[src/hw/ser_consts.svh]
// constants for the status event reporting block
// Overview of operation
// [RULE1] operation condition: bit 8 voltage, 10 current regulation
// [RULE2] bits 11,12,14,9: sample, list done, running, transient
// [RULE3] bit 6 armed, 5 awaiting trigger; others zero
// [RULE4] summary bit 7 is OR of enabled operation events
// [RULE5] operation mask query returns stored mask value
// [RULE6] operation events latched; read returns then clears
// [RULE7] preset loads masks with 8193 and 255
// [RULE8] questionable: thermal 3, voltage 12, current 13, follower 6
// [RULE9] questionable: mode errors at bits 0, 1
// [RULE10] questionable bit 14 set while sinking energy
// [RULE11] only questionable bits 13 and 12 latch events
// [RULE12] questionable events read returns value then clears
// [RULE13] questionable condition shows live unlatched state
// [RULE14] summary bit 3 is OR of enabled questionable events
// [RULE15] questionable mask query returns stored mask value
// [RULE16] operation condition shows live unlatched operating state
// [RULE17] operation event set on condition rising edge
`ifndef SER_CONSTS_SVH
`define SER_CONSTS_SVH

// ****************************************
// operation word bit positions
// ****************************************
`define SER_OP_AWAIT_TRIG_BIT 5
`define SER_OP_ARMED_BIT 6
`define SER_OP_CV_BIT 8
`define SER_OP_TRANS_DONE_BIT 9
`define SER_OP_CC_BIT 10
`define SER_OP_SAMPLE_DONE_BIT 11
`define SER_OP_LIST_DONE_BIT 12
`define SER_OP_LIST_RUN_BIT 14

// ****************************************
// questionable word bit positions
// ****************************************
`define SER_QU_VMODE_ERR_BIT 0
`define SER_QU_CMODE_ERR_BIT 1
`define SER_QU_THERMAL_BIT 3
`define SER_QU_FOLLOWER_BIT 6
`define SER_QU_VERR_BIT 12
`define SER_QU_CERR_BIT 13
`define SER_QU_ENERGY_ABSORBING_FLAG_BIT 14
`define SER_QU_LATCH_MASK 16'h3000

// ****************************************
// reset and preset values, summary bit positions
// ****************************************
`define SER_OP_ENA_PRESET 16'h2001
`define SER_QU_ENA_PRESET 16'h00FF
`define SER_OP_ENA_RESET 16'h0000
`define SER_QU_ENA_RESET 16'h0000
`define SER_SB_OPER_BIT 7
`define SER_SB_QUES_BIT 3

// ****************************************
// register selector codes for the query port
// ****************************************
`define SER_SEL_OP_COND 3'h0
`define SER_SEL_OP_ENA 3'h1
`define SER_SEL_OP_EVT 3'h2
`define SER_SEL_QU_COND 3'h3
`define SER_SEL_QU_ENA 3'h4
`define SER_SEL_QU_EVT 3'h5

`endif

[src/hw/ser_pkg.sv]
// types for the status event reporting block
package ser_pkg;

    // live operating state from the regulation and sequencer logic
    typedef struct packed {
        logic constant_voltage_flag;
        logic constant_current_flag;
        logic transient_complete_flag;
        logic sample_complete_flag;
        logic list_complete_flag;
        logic list_running_flag;
        logic transient_armed_flag;
        logic awaiting_trigger_flag;
    } ser_op_state_t;

    // live questionable state
    typedef struct packed {
        logic voltage_regulation_error_flag;
        logic current_regulation_error_flag;
        logic thermal_error_flag;
        logic follower_unit_error_flag;
        logic voltage_error_flag;
        logic current_error_flag;
        logic energy_absorbing_flag;
    } ser_qu_state_t;

    // one command or query from the message parser
    typedef struct packed {
        logic valid;
        logic write;
        logic preset;
        logic [2:0] sel;
        logic [15:0] data;
    } ser_cmd_t;

    typedef enum logic [1:0] {
        SER_IDLE = 2'b01,
        SER_RESP = 2'b10
    } ser_state_t;

endpackage

[src/hw/ser_event_latch.sv]
// sticky event latch with clear-on-read and masked summary
`timescale 1ns/1ns
`include "ser_consts.svh"

module ser_event_latch (
    input wire logic clk_sys,
    input wire logic arst_n,
    input wire logic [15:0] cond,
    input wire logic [15:0] latch_mask,
    input wire logic [15:0] ena,
    input wire logic rd_clr,
    output logic [15:0] evt_r,
    output logic summary_r
);

    logic [15:0] prev_r;
    logic [15:0] prev_nxt;
    logic [15:0] evt_nxt;
    logic [15:0] rise;
    logic summary_nxt;

    // rising edges set events; a new edge in the read cycle survives
    always_comb begin
        rise = cond & ~prev_r & latch_mask;
        prev_nxt = cond;
        evt_nxt = (rd_clr ? 16'h0000 : evt_r) | rise; // RULE17 RULE6
        summary_nxt = |(evt_nxt & ena); // RULE4 RULE14
    end

    always_ff @(posedge clk_sys or negedge arst_n) begin
        if (!arst_n) begin
            prev_r <= 16'h0000;
            evt_r <= 16'h0000;
            summary_r <= 1'b0;
        end else begin
            prev_r <= prev_nxt;
            evt_r <= evt_nxt;
            summary_r <= summary_nxt;
        end
    end

    property p_evt_sticky;
        @(posedge clk_sys) disable iff (!arst_n)
        (!rd_clr) |=> ((evt_r & $past(evt_r)) == $past(evt_r));
    endproperty
    a_evt_sticky: assert property (p_evt_sticky) // RULE6
        else $error("event bit lost without a read");

    property p_evt_masked;
        @(posedge clk_sys) disable iff (!arst_n)
        (evt_r & ~latch_mask) == 16'h0000;
    endproperty
    a_evt_masked: assert property (p_evt_masked) // RULE11
        else $error("event latched outside latch mask");

    property p_evt_rise;
        @(posedge clk_sys) disable iff (!arst_n)
        ((cond & ~$past(cond) & latch_mask) != 16'h0000) |=>
            ((~evt_r & $past(cond) & ~$past(cond, 2) & latch_mask)
                == 16'h0000);
    endproperty
    a_evt_rise: assert property (p_evt_rise) // RULE17
        else $error("rising condition did not set event");

endmodule

[src/hw/ser_status_regs.sv]
// status reporting registers: condition, event, enable for two groups
`timescale 1ns/1ns
`include "ser_consts.svh"

module ser_status_regs (
    input wire logic clk_sys,
    input wire logic arst_n,
    input wire ser_pkg::ser_op_state_t op_state,
    input wire ser_pkg::ser_qu_state_t qu_state,
    input wire ser_pkg::ser_cmd_t cmd,
    output logic resp_valid_r,
    output logic [15:0] resp_data_r,
    output logic oper_summary_r,
    output logic ques_summary_r
);

    // ****************************************
    // input synchronisers
    // ****************************************
    // status lines come from analog comparators and other logic, so treat
    // them as asynchronous; the first stage feeds only the second
    ser_pkg::ser_op_state_t op_s1_r;
    ser_pkg::ser_op_state_t op_s2_r;
    ser_pkg::ser_qu_state_t qu_s1_r;
    ser_pkg::ser_qu_state_t qu_s2_r;

    always_ff @(posedge clk_sys or negedge arst_n) begin
        if (!arst_n) begin
            op_s1_r <= '0;
            op_s2_r <= '0;
            qu_s1_r <= '0;
            qu_s2_r <= '0;
        end else begin
            op_s1_r <= op_state;
            op_s2_r <= op_s1_r;
            qu_s1_r <= qu_state;
            qu_s2_r <= qu_s1_r;
        end
    end

    // ****************************************
    // live condition words
    // ****************************************
    logic [15:0] op_cond;
    logic [15:0] qu_cond;

    // unused positions stay tied low so they always read zero
    always_comb begin
        op_cond = 16'h0000;
        op_cond[`SER_OP_CV_BIT] = op_s2_r.constant_voltage_flag; // RULE1
        op_cond[`SER_OP_CC_BIT] = op_s2_r.constant_current_flag; // RULE1
        op_cond[`SER_OP_TRANS_DONE_BIT] =
            op_s2_r.transient_complete_flag; // RULE2
        op_cond[`SER_OP_SAMPLE_DONE_BIT] =
            op_s2_r.sample_complete_flag; // RULE2
        op_cond[`SER_OP_LIST_DONE_BIT] =
            op_s2_r.list_complete_flag; // RULE2
        op_cond[`SER_OP_LIST_RUN_BIT] = op_s2_r.list_running_flag; // RULE2
        op_cond[`SER_OP_ARMED_BIT] = op_s2_r.transient_armed_flag; // RULE3
        op_cond[`SER_OP_AWAIT_TRIG_BIT] =
            op_s2_r.awaiting_trigger_flag; // RULE3
    end

    // both mode-error bits may be high together while output settles
    always_comb begin
        qu_cond = 16'h0000;
        qu_cond[`SER_QU_VMODE_ERR_BIT] =
            qu_s2_r.voltage_regulation_error_flag; // RULE9 RULE13
        qu_cond[`SER_QU_CMODE_ERR_BIT] =
            qu_s2_r.current_regulation_error_flag; // RULE9 RULE13
        qu_cond[`SER_QU_THERMAL_BIT] = qu_s2_r.thermal_error_flag; // RULE8
        qu_cond[`SER_QU_FOLLOWER_BIT] =
            qu_s2_r.follower_unit_error_flag; // RULE8
        qu_cond[`SER_QU_VERR_BIT] = qu_s2_r.voltage_error_flag; // RULE8
        qu_cond[`SER_QU_CERR_BIT] = qu_s2_r.current_error_flag; // RULE8
        qu_cond[`SER_QU_ENERGY_ABSORBING_FLAG_BIT] = qu_s2_r.energy_absorbing_flag; // RULE10
    end

    // ****************************************
    // enable masks and preset
    // ****************************************
    logic [15:0] op_ena_r;
    logic [15:0] op_ena_nxt;
    logic [15:0] qu_ena_r;
    logic [15:0] qu_ena_nxt;

    // preset wins over a mask write issued in the same command
    always_comb begin
        op_ena_nxt = op_ena_r;
        qu_ena_nxt = qu_ena_r;
        if (cmd.valid && cmd.preset) begin
            op_ena_nxt = `SER_OP_ENA_PRESET; // RULE7
            qu_ena_nxt = `SER_QU_ENA_PRESET; // RULE7
        end else if (cmd.valid && cmd.write) begin
            if (cmd.sel == `SER_SEL_OP_ENA) begin
                op_ena_nxt = cmd.data;
            end
            if (cmd.sel == `SER_SEL_QU_ENA) begin
                qu_ena_nxt = cmd.data;
            end
        end
    end

    always_ff @(posedge clk_sys or negedge arst_n) begin
        if (!arst_n) begin
            op_ena_r <= `SER_OP_ENA_RESET;
            qu_ena_r <= `SER_QU_ENA_RESET;
        end else begin
            op_ena_r <= op_ena_nxt;
            qu_ena_r <= qu_ena_nxt;
        end
    end

    // ****************************************
    // event latches
    // ****************************************
    logic is_query;
    logic op_rd;
    logic qu_rd;
    logic [15:0] op_evt;
    logic [15:0] qu_evt;

    always_comb begin
        is_query = cmd.valid && !cmd.write && !cmd.preset;
        op_rd = is_query && (cmd.sel == `SER_SEL_OP_EVT); // RULE6
        qu_rd = is_query && (cmd.sel == `SER_SEL_QU_EVT); // RULE12
    end

    ser_event_latch u_op_evt (
        .clk_sys(clk_sys),
        .arst_n(arst_n),
        .cond(op_cond),
        .latch_mask(16'hFFFF),
        .ena(op_ena_nxt),
        .rd_clr(op_rd),
        .evt_r(op_evt),
        .summary_r(oper_summary_r)
    );

    // only current and voltage errors are latched
    ser_event_latch u_qu_evt (
        .clk_sys(clk_sys),
        .arst_n(arst_n),
        .cond(qu_cond),
        .latch_mask(`SER_QU_LATCH_MASK), // RULE11
        .ena(qu_ena_nxt),
        .rd_clr(qu_rd),
        .evt_r(qu_evt),
        .summary_r(ques_summary_r)
    );

    // ****************************************
    // query responder
    // ****************************************
    ser_pkg::ser_state_t state_r;
    ser_pkg::ser_state_t state_nxt;
    logic resp_valid_nxt;
    logic [15:0] resp_data_nxt;

    // event value is captured before the clear lands, one cycle answer
    always_comb begin
        state_nxt = ser_pkg::SER_IDLE;
        resp_valid_nxt = 1'b0;
        resp_data_nxt = resp_data_r;
        unique case (state_r)
            ser_pkg::SER_IDLE,
            ser_pkg::SER_RESP: begin
                if (is_query) begin
                    state_nxt = ser_pkg::SER_RESP;
                    resp_valid_nxt = 1'b1;
                    unique case (cmd.sel)
                        `SER_SEL_OP_COND: resp_data_nxt = op_cond; // RULE16
                        `SER_SEL_OP_ENA: resp_data_nxt = op_ena_r; // RULE5
                        `SER_SEL_OP_EVT: resp_data_nxt = op_evt; // RULE6
                        `SER_SEL_QU_COND: resp_data_nxt = qu_cond; // RULE13
                        `SER_SEL_QU_ENA: resp_data_nxt = qu_ena_r; // RULE15
                        `SER_SEL_QU_EVT: resp_data_nxt = qu_evt; // RULE12
                        default: resp_data_nxt = 16'h0000;
                    endcase
                end
            end
            default: state_nxt = ser_pkg::SER_IDLE;
        endcase
    end

    always_ff @(posedge clk_sys or negedge arst_n) begin
        if (!arst_n) begin
            state_r <= ser_pkg::SER_IDLE;
            resp_valid_r <= 1'b0;
            resp_data_r <= 16'h0000;
        end else begin
            state_r <= state_nxt;
            resp_valid_r <= resp_valid_nxt;
            resp_data_r <= resp_data_nxt;
        end
    end

    // ****************************************
    // checks
    // ****************************************
    property p_preset;
        @(posedge clk_sys) disable iff (!arst_n)
        (cmd.valid && cmd.preset) |=>
            (op_ena_r == 16'h2001 && qu_ena_r == 16'h00FF);
    endproperty
    a_preset: assert property (p_preset) // RULE7
        else $error("preset did not load masks");

    property p_oper_sum;
        @(posedge clk_sys) disable iff (!arst_n)
        oper_summary_r == |(op_evt & op_ena_r);
    endproperty
    a_oper_sum: assert property (p_oper_sum) // RULE4
        else $error("operation summary mismatch");

    property p_ques_sum;
        @(posedge clk_sys) disable iff (!arst_n)
        ques_summary_r == |(qu_evt & qu_ena_r);
    endproperty
    a_ques_sum: assert property (p_ques_sum) // RULE14
        else $error("questionable summary mismatch");

    property p_op_unused;
        @(posedge clk_sys) disable iff (!arst_n)
        (op_cond & 16'hA09F) == 16'h0000;
    endproperty
    a_op_unused: assert property (p_op_unused) // RULE3
        else $error("unused operation bit set");

    property p_op_read_clear;
        @(posedge clk_sys) disable iff (!arst_n)
        op_rd |=> (resp_valid_r && resp_data_r == $past(op_evt));
    endproperty
    a_op_read_clear: assert property (p_op_read_clear) // RULE6
        else $error("operation event read returned wrong value");

    property p_qu_read_clear;
        @(posedge clk_sys) disable iff (!arst_n)
        (qu_rd && !$rose(qu_cond[13]) && !$rose(qu_cond[12])) |=>
            (qu_evt == 16'h0000);
    endproperty
    a_qu_read_clear: assert property (p_qu_read_clear) // RULE12
        else $error("questionable event not cleared by read");

    property p_cv_live;
        @(posedge clk_sys) disable iff (!arst_n)
        op_cond[8] == $past(op_state.constant_voltage_flag, 2) &&
            op_cond[10] == $past(op_state.constant_current_flag, 2);
    endproperty
    a_cv_live: assert property (p_cv_live) // RULE1
        else $error("regulation flags misplaced");

    property p_energy_absorbing_flag;
        @(posedge clk_sys) disable iff (!arst_n)
        $rose(qu_state.energy_absorbing_flag) |-> ##2 qu_cond[14];
    endproperty
    a_energy_absorbing_flag: assert property (p_energy_absorbing_flag) // RULE10
        else $error("energy_absorbing_flag flag not reported");

    property p_qu_unused;
        @(posedge clk_sys) disable iff (!arst_n)
        (qu_cond & 16'h8FB4) == 16'h0000;
    endproperty
    a_qu_unused: assert property (p_qu_unused) // RULE9
        else $error("unused questionable bit set");

    // live view: two sync stages, no latching in between
    property p_qu_live;
        @(posedge clk_sys) disable iff (!arst_n)
        qu_cond[12] == $past(qu_state.voltage_error_flag, 2) &&
            qu_cond[13] == $past(qu_state.current_error_flag, 2);
    endproperty
    a_qu_live: assert property (p_qu_live) // RULE13
        else $error("questionable condition not live");

    property p_qu_read_value;
        @(posedge clk_sys) disable iff (!arst_n)
        qu_rd |=> (resp_valid_r && resp_data_r == $past(qu_evt));
    endproperty
    a_qu_read_value: assert property (p_qu_read_value) // RULE12
        else $error("questionable event read returned wrong value");

    property p_op_clear;
        @(posedge clk_sys) disable iff (!arst_n)
        (op_rd && ((op_cond & ~$past(op_cond)) == 16'h0000)) |=>
            (op_evt == 16'h0000);
    endproperty
    a_op_clear: assert property (p_op_clear) // RULE6
        else $error("operation event not cleared by read");

    property p_op_ena_wr;
        @(posedge clk_sys) disable iff (!arst_n)
        (cmd.valid && cmd.write && !cmd.preset &&
            cmd.sel == `SER_SEL_OP_ENA) |=> (op_ena_r == $past(cmd.data));
    endproperty
    a_op_ena_wr: assert property (p_op_ena_wr) // RULE5
        else $error("operation mask write not stored");

    property p_qu_ena_wr;
        @(posedge clk_sys) disable iff (!arst_n)
        (cmd.valid && cmd.write && !cmd.preset &&
            cmd.sel == `SER_SEL_QU_ENA) |=> (qu_ena_r == $past(cmd.data));
    endproperty
    a_qu_ena_wr: assert property (p_qu_ena_wr) // RULE15
        else $error("questionable mask write not stored");

    property p_op_ena_query;
        @(posedge clk_sys) disable iff (!arst_n)
        (is_query && cmd.sel == `SER_SEL_OP_ENA) |=>
            (resp_data_r == $past(op_ena_r));
    endproperty
    a_op_ena_query: assert property (p_op_ena_query) // RULE5
        else $error("operation mask query returned wrong value");

    property p_qu_ena_query;
        @(posedge clk_sys) disable iff (!arst_n)
        (is_query && cmd.sel == `SER_SEL_QU_ENA) |=>
            (resp_data_r == $past(qu_ena_r));
    endproperty
    a_qu_ena_query: assert property (p_qu_ena_query) // RULE15
        else $error("questionable mask query returned wrong value");

endmodule

[config.mk]
export PLATFORM = sky130hd
export DESIGN_NAME = ser_status_regs
export DESIGN_NICKNAME = d
export VERILOG_FILES = /design/src/hw/ser_pkg.sv /design/src/hw/ser_event_latch.sv /design/src/hw/ser_status_regs.sv
export VERILOG_INCLUDE_DIRS = /design/src /design/src/hw
export SDC_FILE = /design/constraint.sdc
export NUM_CORES = 1
export LEC_CHECK = 0
export BUFFER_PORTS_ARGS = -buffer_cell sky130_fd_sc_hd__buf_2
export CAP_MARGIN = 20
export CORE_ASPECT_RATIO = 1.2
export CORE_MARGIN = 2
export CORE_UTILIZATION = 58
export DETAILED_ROUTE_END_ITERATION = 7
export HOLD_SLACK_MARGIN = 0.08
export PLACE_DENSITY = 0.79
export SYNTH_ARGS = -nofsm -noshare
export SYNTH_HDL_FRONTEND = slang
export SYNTH_SLANG_ARGS = --single-unit
[constraint.sdc]
create_clock -name clk_sys -period 2.2 [get_ports clk_sys]
set_input_delay 0.44 -clock clk_sys [delete_from_list [all_inputs] [get_ports clk_sys]]
set_output_delay 0.44 -clock clk_sys [all_outputs]
set_load 0.005 [all_outputs]
==> reports/qor.txt, run 1 <==
Outcome - finished clean
Hold endpoint - op_ena_r[13]
Setup slack, reg-to-reg - 0.40 ns
Post-synthesis async set-or-reset flop share - 1.000
HP Start - cmd[13]
Power Density - 900.5 nW/um^2
Max-Cap Viols - 0
Reg clk slew, reported paths - 0.06 ns
Static leakage - 0.003201 uW
Finished Layout Cells - 704
FF-to-FF Start - op_ena_r[13]
Netlist cell types - 43
Vias in the first global route - 3983
Port bufs - 57
Worst hold stages - 3
Final nets - 613
Slew headroom - 0.4581
Sequential share of the synthesized area - 0.6189
CTS tree - built
Hold Violations, Final - 0
Design area - 6564 um^2
Routed WL - 13.17 mm
Diodes inserted - 0
Skew-Pair Late Insertion Delay - 0.51 ns
Post-Synth Adder-Cell Area - 0
Die area - 9411 um^2
Post-route minimum period - 2.157 ns
Root Buffer - clkbuf_8
Via density - 5.700
XOR/XNOR Fraction of Synth Area - 0.001746
Post-CTS sizing - 0
Post-route ant nets - 0
Drt wl/cell - 18.71 um
Clock Tree Buf Depth - 2
Area grow syn2layout - 30.86%
Clock net sink count - 124
Post-synth EDFFs - 0
Setup violations, final - 0
Placed cells - 656
Synth Area in Simple Gates - 0.1297
# rows - 37
Final Worst Setup Slack - 0.04284 ns
Final Max Slew Viols - 0
Initial drt markers - 390
Compound-Gate Fraction of Synth Area - 0.1277
Most frequent cells in the layout - 123 x dfrtp_1, 69 x nand2_1, 56 x buf_2
Overall routing resource usage - 0.3016
Layout Skew - 0.006338 ns
Worst r2r dst - u_op_evt.summary_r
Cell family with most CP delay - compound AO/OA/AOI/OAI gates
Yosys warnings - 0
Initial core utilization - 0.5921
Max Freq - 463.6 MHz
Worst R2R Path Depth - 4
Seq cells post-synth - 124
Syn Area/Cell - 11.15 um^2
Element type at the critical path end - flip-flop
Placer Congestion - 0.8989
Final Total Pwr - 5911 uW
DP HPWL - 9.082 mm
CP cell instances - buf_2 > buf_4 > nor3b_2 > nand2_1 > buf_4 > a22o_1 > and3_1 > a2111oi_0 > nand4_1
Largest family of logic cells by synthesized area - simple AND/OR/NAND/NOR gates
Initial antenna violation count - 0
Crit path kind - in2reg
Crit path from - cmd[16]
Die width - 88.90 um
First-pass GRT wire length - 20.67 mm
Largest net degree at the start of global routing - 125
Die height - 105.9 um
Arr. time, crit path - 2.51 ns
Commonest non-fill, non-tap cell in the layout - dfrtp_1
Congestion Overflow GR - 0
DRC violations left - 0
Post-Route Utilization - 0.7748
CP max stage cell - a2111oi_0
Top_reg_cell synth - dfrtp_1
Top Ports - 58
DP Area - 5802 um^2
Cts bufs inserted - 17
Number of iterations in the first detailed-routing pass - 6
Core area - 8472 um^2
WP data required - 2.56 ns
Mapped Nets - 489
Share of cells above drive strength 1 - 0.2777
CP max stage delay - 0.63 ns
Mux share of post-synthesis cell area - 0.08755
RSZ-0062 raised after global routing - false
Worst vdd rail ir drop - 0.0006499 V
Crit-path most repeated cell - buf_4
Startpoint types - primary input
Via count - 4013
Worst-Margin Slew - 0.7923 ns
Crit Path Max Fanout - 14
H-Tree Level Count - 4
Setup Slack @ Placement - -0.2617 ns
Tightest Hold Check Type - in2reg
Post-Syn Area - 5016 um^2
Period utilisation layout - 0.9805
CP Buf/Inv Count - 3
Cells after Synth - 450
## worst register-to-register path, delay by kind of cell, from the launching register on
kind	cells	cell delay [ns]
AO/OA/AOI/OAI	2	0.97
flip-flops	1	0.41
AND/OR/NAND/NOR	2	0.28
## kinds of logic after synthesis
kind of cell           count (synthesis)
AND/OR/NAND/NOR                      136
AO/OA/AOI/OAI                        106
buffers and inverters                 42
flip-flops                           124
multiplexers                          41
XOR/XNOR                               1
## Yosys cell counts (3+ instances only)
cell type,number,area share
and3_1,3,0.0037
buf_2,6,0.0060
a221oi_1,3,0.0052
nand2_1,69,0.052
a31oi_1,7,0.0087
inv_1,21,0.016
nor2_1,20,0.015
a22oi_1,12,0.018
nand3_1,8,0.0080
o21ai_0,41,0.041
and2_1,17,0.021
o22ai_1,8,0.010
mux2_2,13,0.029
a21oi_1,22,0.022
mux2i_1,27,0.054
nand2b_1,3,0.0037
clkbuf_1,12,0.0090
dfrtp_1,123,0.61
## metal layers
metal,routed length (um),vias to the layer above,global-route usage
li1,-,1817,-
met1,5404,1965,0.4046
met2,6424,202,0.4654
met3,978,29,0.08692
met4,363,0,0.1126
met5,0,-,0
## through the flow
stage               TNS (ns)  hold slack [ns]
floorplan                  0           0.1444
global placement     -0.3812           0.3313
detailed placement   -0.4929           0.3347
CTS                        0           0.1864
finish                     0           0.2009
global route               0           0.2140
## layout make-up
cell class              count  area [um^2]
clock inverters            14        183.9
clock buffers              18        417.9
well taps                 117        146.4
multi-input cells         284         1762
flip-flops and latches    124         3104
fillers                   580         1908
repair buffers            126        870.8
inverters                  21        78.83
## how the worst max path moves through the flow
stage	end	slack (ns)	cells past startpoint
2_1_floorplan	u_qu_evt.summary_r	0.001	7
3_3_place_gp	u_op_evt.summary_r	-0.24	9
3_5_place_dp	u_op_evt.summary_r	-0.26	9
4_1_cts	u_op_evt.summary_r	0.09	9
5_1_grt	u_op_evt.summary_r	0.009	9
6_report	u_op_evt.summary_r	0.04	9
## what timing repair did
item                                    4_1_cts  5_1_grt
endpoints found under the hold margin       138        0
endpoints found under the setup margin        0        0
hold buffers                                 16        0
setup buffers                                 0        0
## registers in the layout, summed over array words and instances, names as in the netlist
| name | count |
|---|---|
| resp_data_r | 16 |
| u_op_evt.evt_r | 16 |
| resp_valid_r | 1 |
| op_s1_r | 8 |
| u_op_evt.summary_r | 1 |
| qu_s1_r | 7 |
| op_ena_r | 16 |
| state_r | 1 |
| qu_cond | 7 |
| op_cond | 8 |
| qu_ena_r | 16 |
| u_qu_evt.evt_r | 16 |
| u_qu_evt.prev_r | 2 |
| u_op_evt.prev_r | 8 |
| u_qu_evt.summary_r | 1 |
## power by group
part	leakage (uW)	internal [uW]	total (uW)	switching, uW
clock	0.000288	1750	2800	1050
combinational	0.00141	259	585	326
sequential	0.00151	2440	2520	81.5
total	0.00320	4450	5910	1460
(Power assumes the default switching activity.)
==> run 2, diff against run 1 <==
--- a/config.mk
+++ b/config.mk
@@ -8,7 +8,6 @@
 export LEC_CHECK = 0
 export BUFFER_PORTS_ARGS = -buffer_cell sky130_fd_sc_hd__buf_2
 export CAP_MARGIN = 20
-export CORE_ASPECT_RATIO = 1.2
 export CORE_MARGIN = 2
 export CORE_UTILIZATION = 58
 export DETAILED_ROUTE_END_ITERATION = 7
==> run 2 against run 1 <==
Compared with the run above:
- combinational power grew 2%
- largest cell class unchanged
- via count grew 2.7%
- largest power group is now sequential cells
- first-iteration DRC count shrank 2.3%
- die area is essentially flat
- power shrank 5.3%
- worst setup slack gained 0.16 ns
- critical path type unchanged
- maximum frequency grew 7.9%
==> reports/qor.txt, run 2 (synthesis results as in run 1) <==
CTS tree - built
Post-CTS sizing - 0 (unchanged)
Die height - 97.00 um (-8.4%)
Post-CTS Setup Inserts - 0 (unchanged)
Initial antenna violation count - 1 (+1)
Startpoint types - primary input
Setup slack, reg-to-reg - 0.44 ns (+0.04 ns)
Setup violations, final - 0 (unchanged)
Slew headroom - 0.6390 (+0.1809)
Post-route ant nets - 0 (unchanged)
Reg clk slew, reported paths - 0.06 ns (about the same)
Via density - 5.882 (+3.2%)
Tightest Hold Check Type - in2reg
Initial drt markers - 381 (-2.3%)
Drt wl/cell - 19.10 um (+2.1%)
DP HPWL - 9.327 mm (+2.7%)
Share of cells above drive strength 1 - 0.2852 (+0.007552)
Crit-path most repeated cell - buf_4
CP max stage cell - a222oi_1
Final Max Slew Viols - 0 (unchanged)
WP data required - 2.59 ns (+0.03 ns)
Commonest non-fill, non-tap cell in the layout - dfrtp_1
Die area - 9408 um^2 (about the same)
Congestion Overflow GR - 0 (unchanged)
Hold WS - 0.2061 ns (+0.005287 ns)
Clock Tree Buf Depth - 2 (unchanged)
Max-Cap Viols - 0 (unchanged)
Root Buffer - clkbuf_8
Top Ports - 58 (unchanged)
Power Density - 855.1 nW/um^2 (-5.0%)
# rows - 33 (-11%)
Placer Congestion - 0.9514 (+5.8%)
Number of iterations in the first detailed-routing pass - 5 (-1)
Hold Violations, Final - 0 (unchanged)
Final Total Pwr - 5598 uW (-5.3%)
Cts bufs inserted - 17 (unchanged)
Worst-Margin Slew - 0.5415 ns (-0.2509 ns)
Diodes inserted - 0 (unchanged)
Skew-Pair Late Insertion Delay - 0.52 ns (about the same)
Area grow syn2layout - 30.51%
Post-route minimum period - 2.000 ns (-0.1575 ns)
Core area - 8299 um^2 (-2.0%)
Routed WL - 13.39 mm (+1.7%)
Vias in the first global route - 4086 (+2.6%)
Largest net degree at the start of global routing - 55 (-56%)
CP cell instances - buf_2 > buf_4 > nor3b_2 > nand2_1 > buf_4 > buf_4 > nand2_1 > o21ai_0 > a222oi_1 > nand4_1
Crit Path Max Fanout - 8 (-6)
FF-to-FF Start - qu_ena_r[12]
Most frequent cells in the layout - 123 x dfrtp_1, 69 x nand2_1, 61 x buf_4
DRC violations left - 0 (unchanged)
Crit path kind - in2reg
Die width - 97.00 um (+9.1%)
CP max stage delay - 0.46 ns (-0.17 ns)
Clock net sink count - 124 (unchanged)
Static leakage - 0.003198 uW (about the same)
Via count - 4123 (+2.7%)
Outcome - finished clean
Max Freq - 500.1 MHz (+7.9%)
Worst R2R Path Depth - 6 (+2)
Worst setup path end - u_op_evt.summary_r
H-Tree Level Count - 4 (unchanged)
Design area - 6546 um^2 (-0.27%)
Hold buffer count at CTS - 16 (unchanged)
Crit path from - cmd[18]
Final nets - 622 (+1.5%)
Layout Skew - 0.006060 ns (-0.0002775 ns)
RSZ-0062 raised after global routing - false
Worst r2r dst - u_qu_evt.summary_r
Initial core utilization - 0.6044 (+0.01232)
DP Area - 5854 um^2 (+0.91%)
Period utilisation layout - 0.9089 (-0.07160)
Arr. time, crit path - 2.39 ns (-0.12 ns)
Final Worst Setup Slack - 0.2004 ns (+0.1575 ns)
Port bufs - 57 (unchanged)
Overall routing resource usage - 0.2961 (-0.005452)
Setup Slack @ Placement - -0.3250 ns (-0.06328 ns)
First-pass GRT wire length - 21.37 mm (+3.4%)
Worst vdd rail ir drop - 0.0005125 V (-21%)
Element type at the critical path end - flip-flop
-- run 2: worst min path at each step --
| stage | startpoint | endpoint | slack, ns | cells past startpoint |
|---|---|---|---|---|
| after floorplan | arst_n | op_cond[10] | 0.14 | 0 |
| after global placement | op_s1_r[6] | op_cond[10] | 0.33 | 0 |
| after detailed placement | qu_s1_r[0] | qu_cond[14] | 0.34 | 0 |
| after CTS | cmd[5] | op_ena_r[5] | 0.19 | 3 |
| after global routing | cmd[11] | op_ena_r[11] | 0.20 | 3 |
| final | cmd[5] | op_ena_r[5] | 0.21 | 3 |
-- run 2: per-layer routing --
layer,up-vias,global-route usage,routed length (um)
met1,2028,0.4258,5660
met5,-,0,10
met3,46,0.08960,1269
li1,1826,-,-
met4,2,0.09317,298
met2,221,0.4386,6152
-- run 2: final cells by class --
class                   instances  area [um^2]
clock buffers                  23        466.7
multi-input cells             284         1762
well taps                     105        131.4
flip-flops and latches        124         3104
fillers                       530         1753
repair buffers                135        938.4
clock inverters                 9        65.06
inverters                      21        78.83
-- run 2: worst max-delay path, delay by kind of cell --
kind | cells | cell delay [ns]
and+or+nand+nor | 4 | 0.73
buffers and inverters | 4 | 0.63
AOI/OAI and AO/OA | 2 | 0.58
-- run 2: where the power goes --
group / switching [uW] / internal [uW] / total [uW]
logic: 325 / 268 / 594
registers: 86.5 / 2440 / 2530
clock network: 1010 / 1470 / 2480
-- run 2: through the flow --
step                cells    util  setup TNS (ns)
global route          701  0.7888               0
finish                701  0.7888               0
floorplan             450       -               0
global placement      653  0.7054         -0.4830
detailed placement    653  0.7054         -0.6064
CTS                   701  0.7888               0
==> run 3, diff against run 2 <==
--- a/config.mk
+++ b/config.mk
@@ -8,7 +8,7 @@
 export LEC_CHECK = 0
 export BUFFER_PORTS_ARGS = -buffer_cell sky130_fd_sc_hd__buf_2
 export CAP_MARGIN = 20
-export CORE_MARGIN = 2
+export CORE_MARGIN = 1
 export CORE_UTILIZATION = 58
 export DETAILED_ROUTE_END_ITERATION = 7
 export HOLD_SLACK_MARGIN = 0.08
==> run 3 against run 2 <==
Compared with the run above:
- register-to-register slack lost 0.02 ns
- critical path type unchanged
- clock skew is essentially flat
- routed wire length grew 3.7%
- largest power group is now clock
- maximum frequency shrank 3.5%
- first-iteration DRC count grew 20%
- die area shrank 4.1%
- non-clock buffer count shrank 4
==> reports/qor.txt, run 3 (synthesis results as in run 1) <==
Clock Tree Buf Depth - 2 (unchanged)
Area grow syn2layout - 31.98%
Diodes inserted - 0 (unchanged)
Final Max Slew Viols - 0 (unchanged)
Met3 global-route usage - 0.09501 (+0.005413)
Element type at the critical path end - flip-flop
Routed WL - 13.89 mm (+3.7%)
Worst vdd rail ir drop - 0.0005964 V (+16%)
Share of cells above drive strength 1 - 0.2826 (-0.002663)
Crit-path most repeated cell - buf_4
Skew-Pair Late Insertion Delay - 0.51 ns (about the same)
Most frequent cells in the layout - 123 x dfrtp_1, 69 x nand2_1, 56 x buf_4, 56 x buf_2, 41 x o21ai_0
Setup violations, final - 0 (unchanged)
CTS tree - built
Commonest non-fill, non-tap cell in the layout - dfrtp_1
H-Tree Level Count - 4 (unchanged)
Final Total Pwr - 6025 uW (+7.6%)
Post-CTS Setup Inserts - 0 (unchanged)
Reg clk slew, reported paths - 0.06 ns (about the same)
Post-route ant nets - 0 (unchanged)
Outcome - finished clean
Cts bufs inserted - 17 (unchanged)
Initial drt markers - 459 (+20%)
Startpoint types - primary input
Port bufs - 57 (unchanged)
Max-Cap Viols - 0 (unchanged)
Final nets - 618 (-0.64%)
CP max stage delay - 0.36 ns (-0.10 ns)
Clock net sink count - 124 (unchanged)
Hold WS - 0.1938 ns (-0.01230 ns)
# rows - 33 (unchanged)
FF+latch area - 3104 um^2 (unchanged)
CP max stage cell - a211o_1
Setup Slack @ Placement - -0.3377 ns (-0.01274 ns)
CP cell instances - buf_2 > buf_4 > buf_4 > nor3b_4 > nand2_1 > a211o_1 > a22oi_1 > nand4_1 > or3_1
Tightest Hold Check Type - in2reg
Placer Congestion - 0.9636 (+1.3%)
Vias in the first global route - 4117 (+0.76%)
Die height - 95.00 um (-2.1%)
Cell family with most CP delay - simple AND/OR/NAND/NOR gates
DP HPWL - 9.429 mm (+1.1%)
Layout Skew - 0.006164 ns (+0.0001031 ns)
Fillers - 477 (-10%)
Drt wl/cell - 19.95 um (+4.4%)
Initial core utilization - 0.6044 (unchanged)
Final Worst Setup Slack - 0.1278 ns (-0.07258 ns)
Root Buffer - clkbuf_8
Static leakage - 0.003241 uW (+1.3%)
Via count - 4183 (+1.5%)
Crit Path Max Fanout - 5 (-3)
Die area - 9024 um^2 (-4.1%)
WP data required - 2.59 ns (about the same)
CP Buf/Inv Count - 3 (-1)
RSZ-0062 raised after global routing - false
Met2 GRT Util - 0.5186 (+0.08002)
Period utilisation layout - 0.9419 (+0.03299)
Congestion Overflow GR - 0 (unchanged)
Hold Violations, Final - 0 (unchanged)
Number of iterations in the first detailed-routing pass - 5 (unchanged)
Largest net degree at the start of global routing - 56 (+1.8%)
Die width - 95.00 um (-2.1%)
DRC violations left - 0 (unchanged)
Crit path kind - in2reg
Overall routing resource usage - 0.3351 (+0.03896)
Area occupied by multi-input gates - 1762 um^2 (unchanged)
Top Ports - 58 (unchanged)
Post-route minimum period - 2.072 ns (+0.07258 ns)
Hold buffer count at CTS - 16 (unchanged)
Via density - 6.010 (+2.2%)
Post-CTS sizing - 0 (unchanged)
Worst-Margin Slew - 0.4703 ns (-0.07120 ns)
Arr. time, crit path - 2.46 ns (+0.07 ns)
First-pass GRT wire length - 21.69 mm (+1.5%)
Core area - 8299 um^2 (unchanged)
Initial antenna violation count - 0 (-1)
Layer with the highest usage - met2
Power Density - 910.2 nW/um^2 (+6.4%)
Max Freq - 482.6 MHz (-3.5%)
Met1 usage - 0.4569 (+0.03105)
Slew headroom - 0.6784 (+0.03936)
## run 3: changes by cell type in the layout (fill, tap and decap cells not counted), sizes merged
| cell | change |
|---|---|
| buf | -4 |
| clkinvlp | -4 |
| clkbuf | -2 |
| bufinv | +4 |
| clkinv | +1 |
## run 3: worst register-to-register path, delay by kind of cell, from the launching register on
kind	cells	cell delay [ns]
and+or+nand+nor	1	0.37
AOI/OAI and AO/OA	4	0.78
DFF	1	0.39
buffers and inverters	1	0.12
## run 3: worst paths after layout
kind,startpoint,endpoint,slack (ns),cells past startpoint
min in group asynchronous,arst_n,resp_data_r[10],0.42,2
max in group asynchronous,arst_n,u_op_evt.evt_r[9],1.15,3
setup / recovery,cmd[16],u_qu_evt.summary_r,0.13,9
hold / removal,cmd[0],qu_ena_r[0],0.19,3
setup reg to reg,qu_ena_r[12],u_qu_evt.summary_r,0.42,6
hold reg to reg,op_s1_r[1],op_cond[6],0.35,0
## run 3: where the power goes
part,switching (uW),internal [uW],total (uW)
Sequential,88.1,2440,2530
Combinational,341,266,607
Clock,964,1920,2890
## run 3: final cells by class
cell class | count | share of cell area
Clock buffer | 21 | 0.06936
Multi-Input combinational cell | 284 | 0.2661
Sequential cell | 124 | 0.4689
Inverter | 21 | 0.01191
Tap cell | 105 | 0.01985
Timing Repair Buffer | 131 | 0.1391
Clock inverter | 10 | 0.02476
## run 3: metrics by stage
step,std cells,utilization,instance area (um^2),TNS [ns]
3_5_place_dp,649,0.7033,5837,-0.5848
3_3_place_gp,649,0.7033,5837,-0.5768
2_1_floorplan,450,-,5047,0
5_1_grt,696,0.7977,6620,0
6_report,696,0.7977,6620,0
4_1_cts,696,0.7977,6620,0
## run 3: metal layers
layer	part of all wire	vias up
met3	0.096	35
met1	0.41	2048
li1	-	1818
met5	0	-
met4	0.024	0
met2	0.47	282
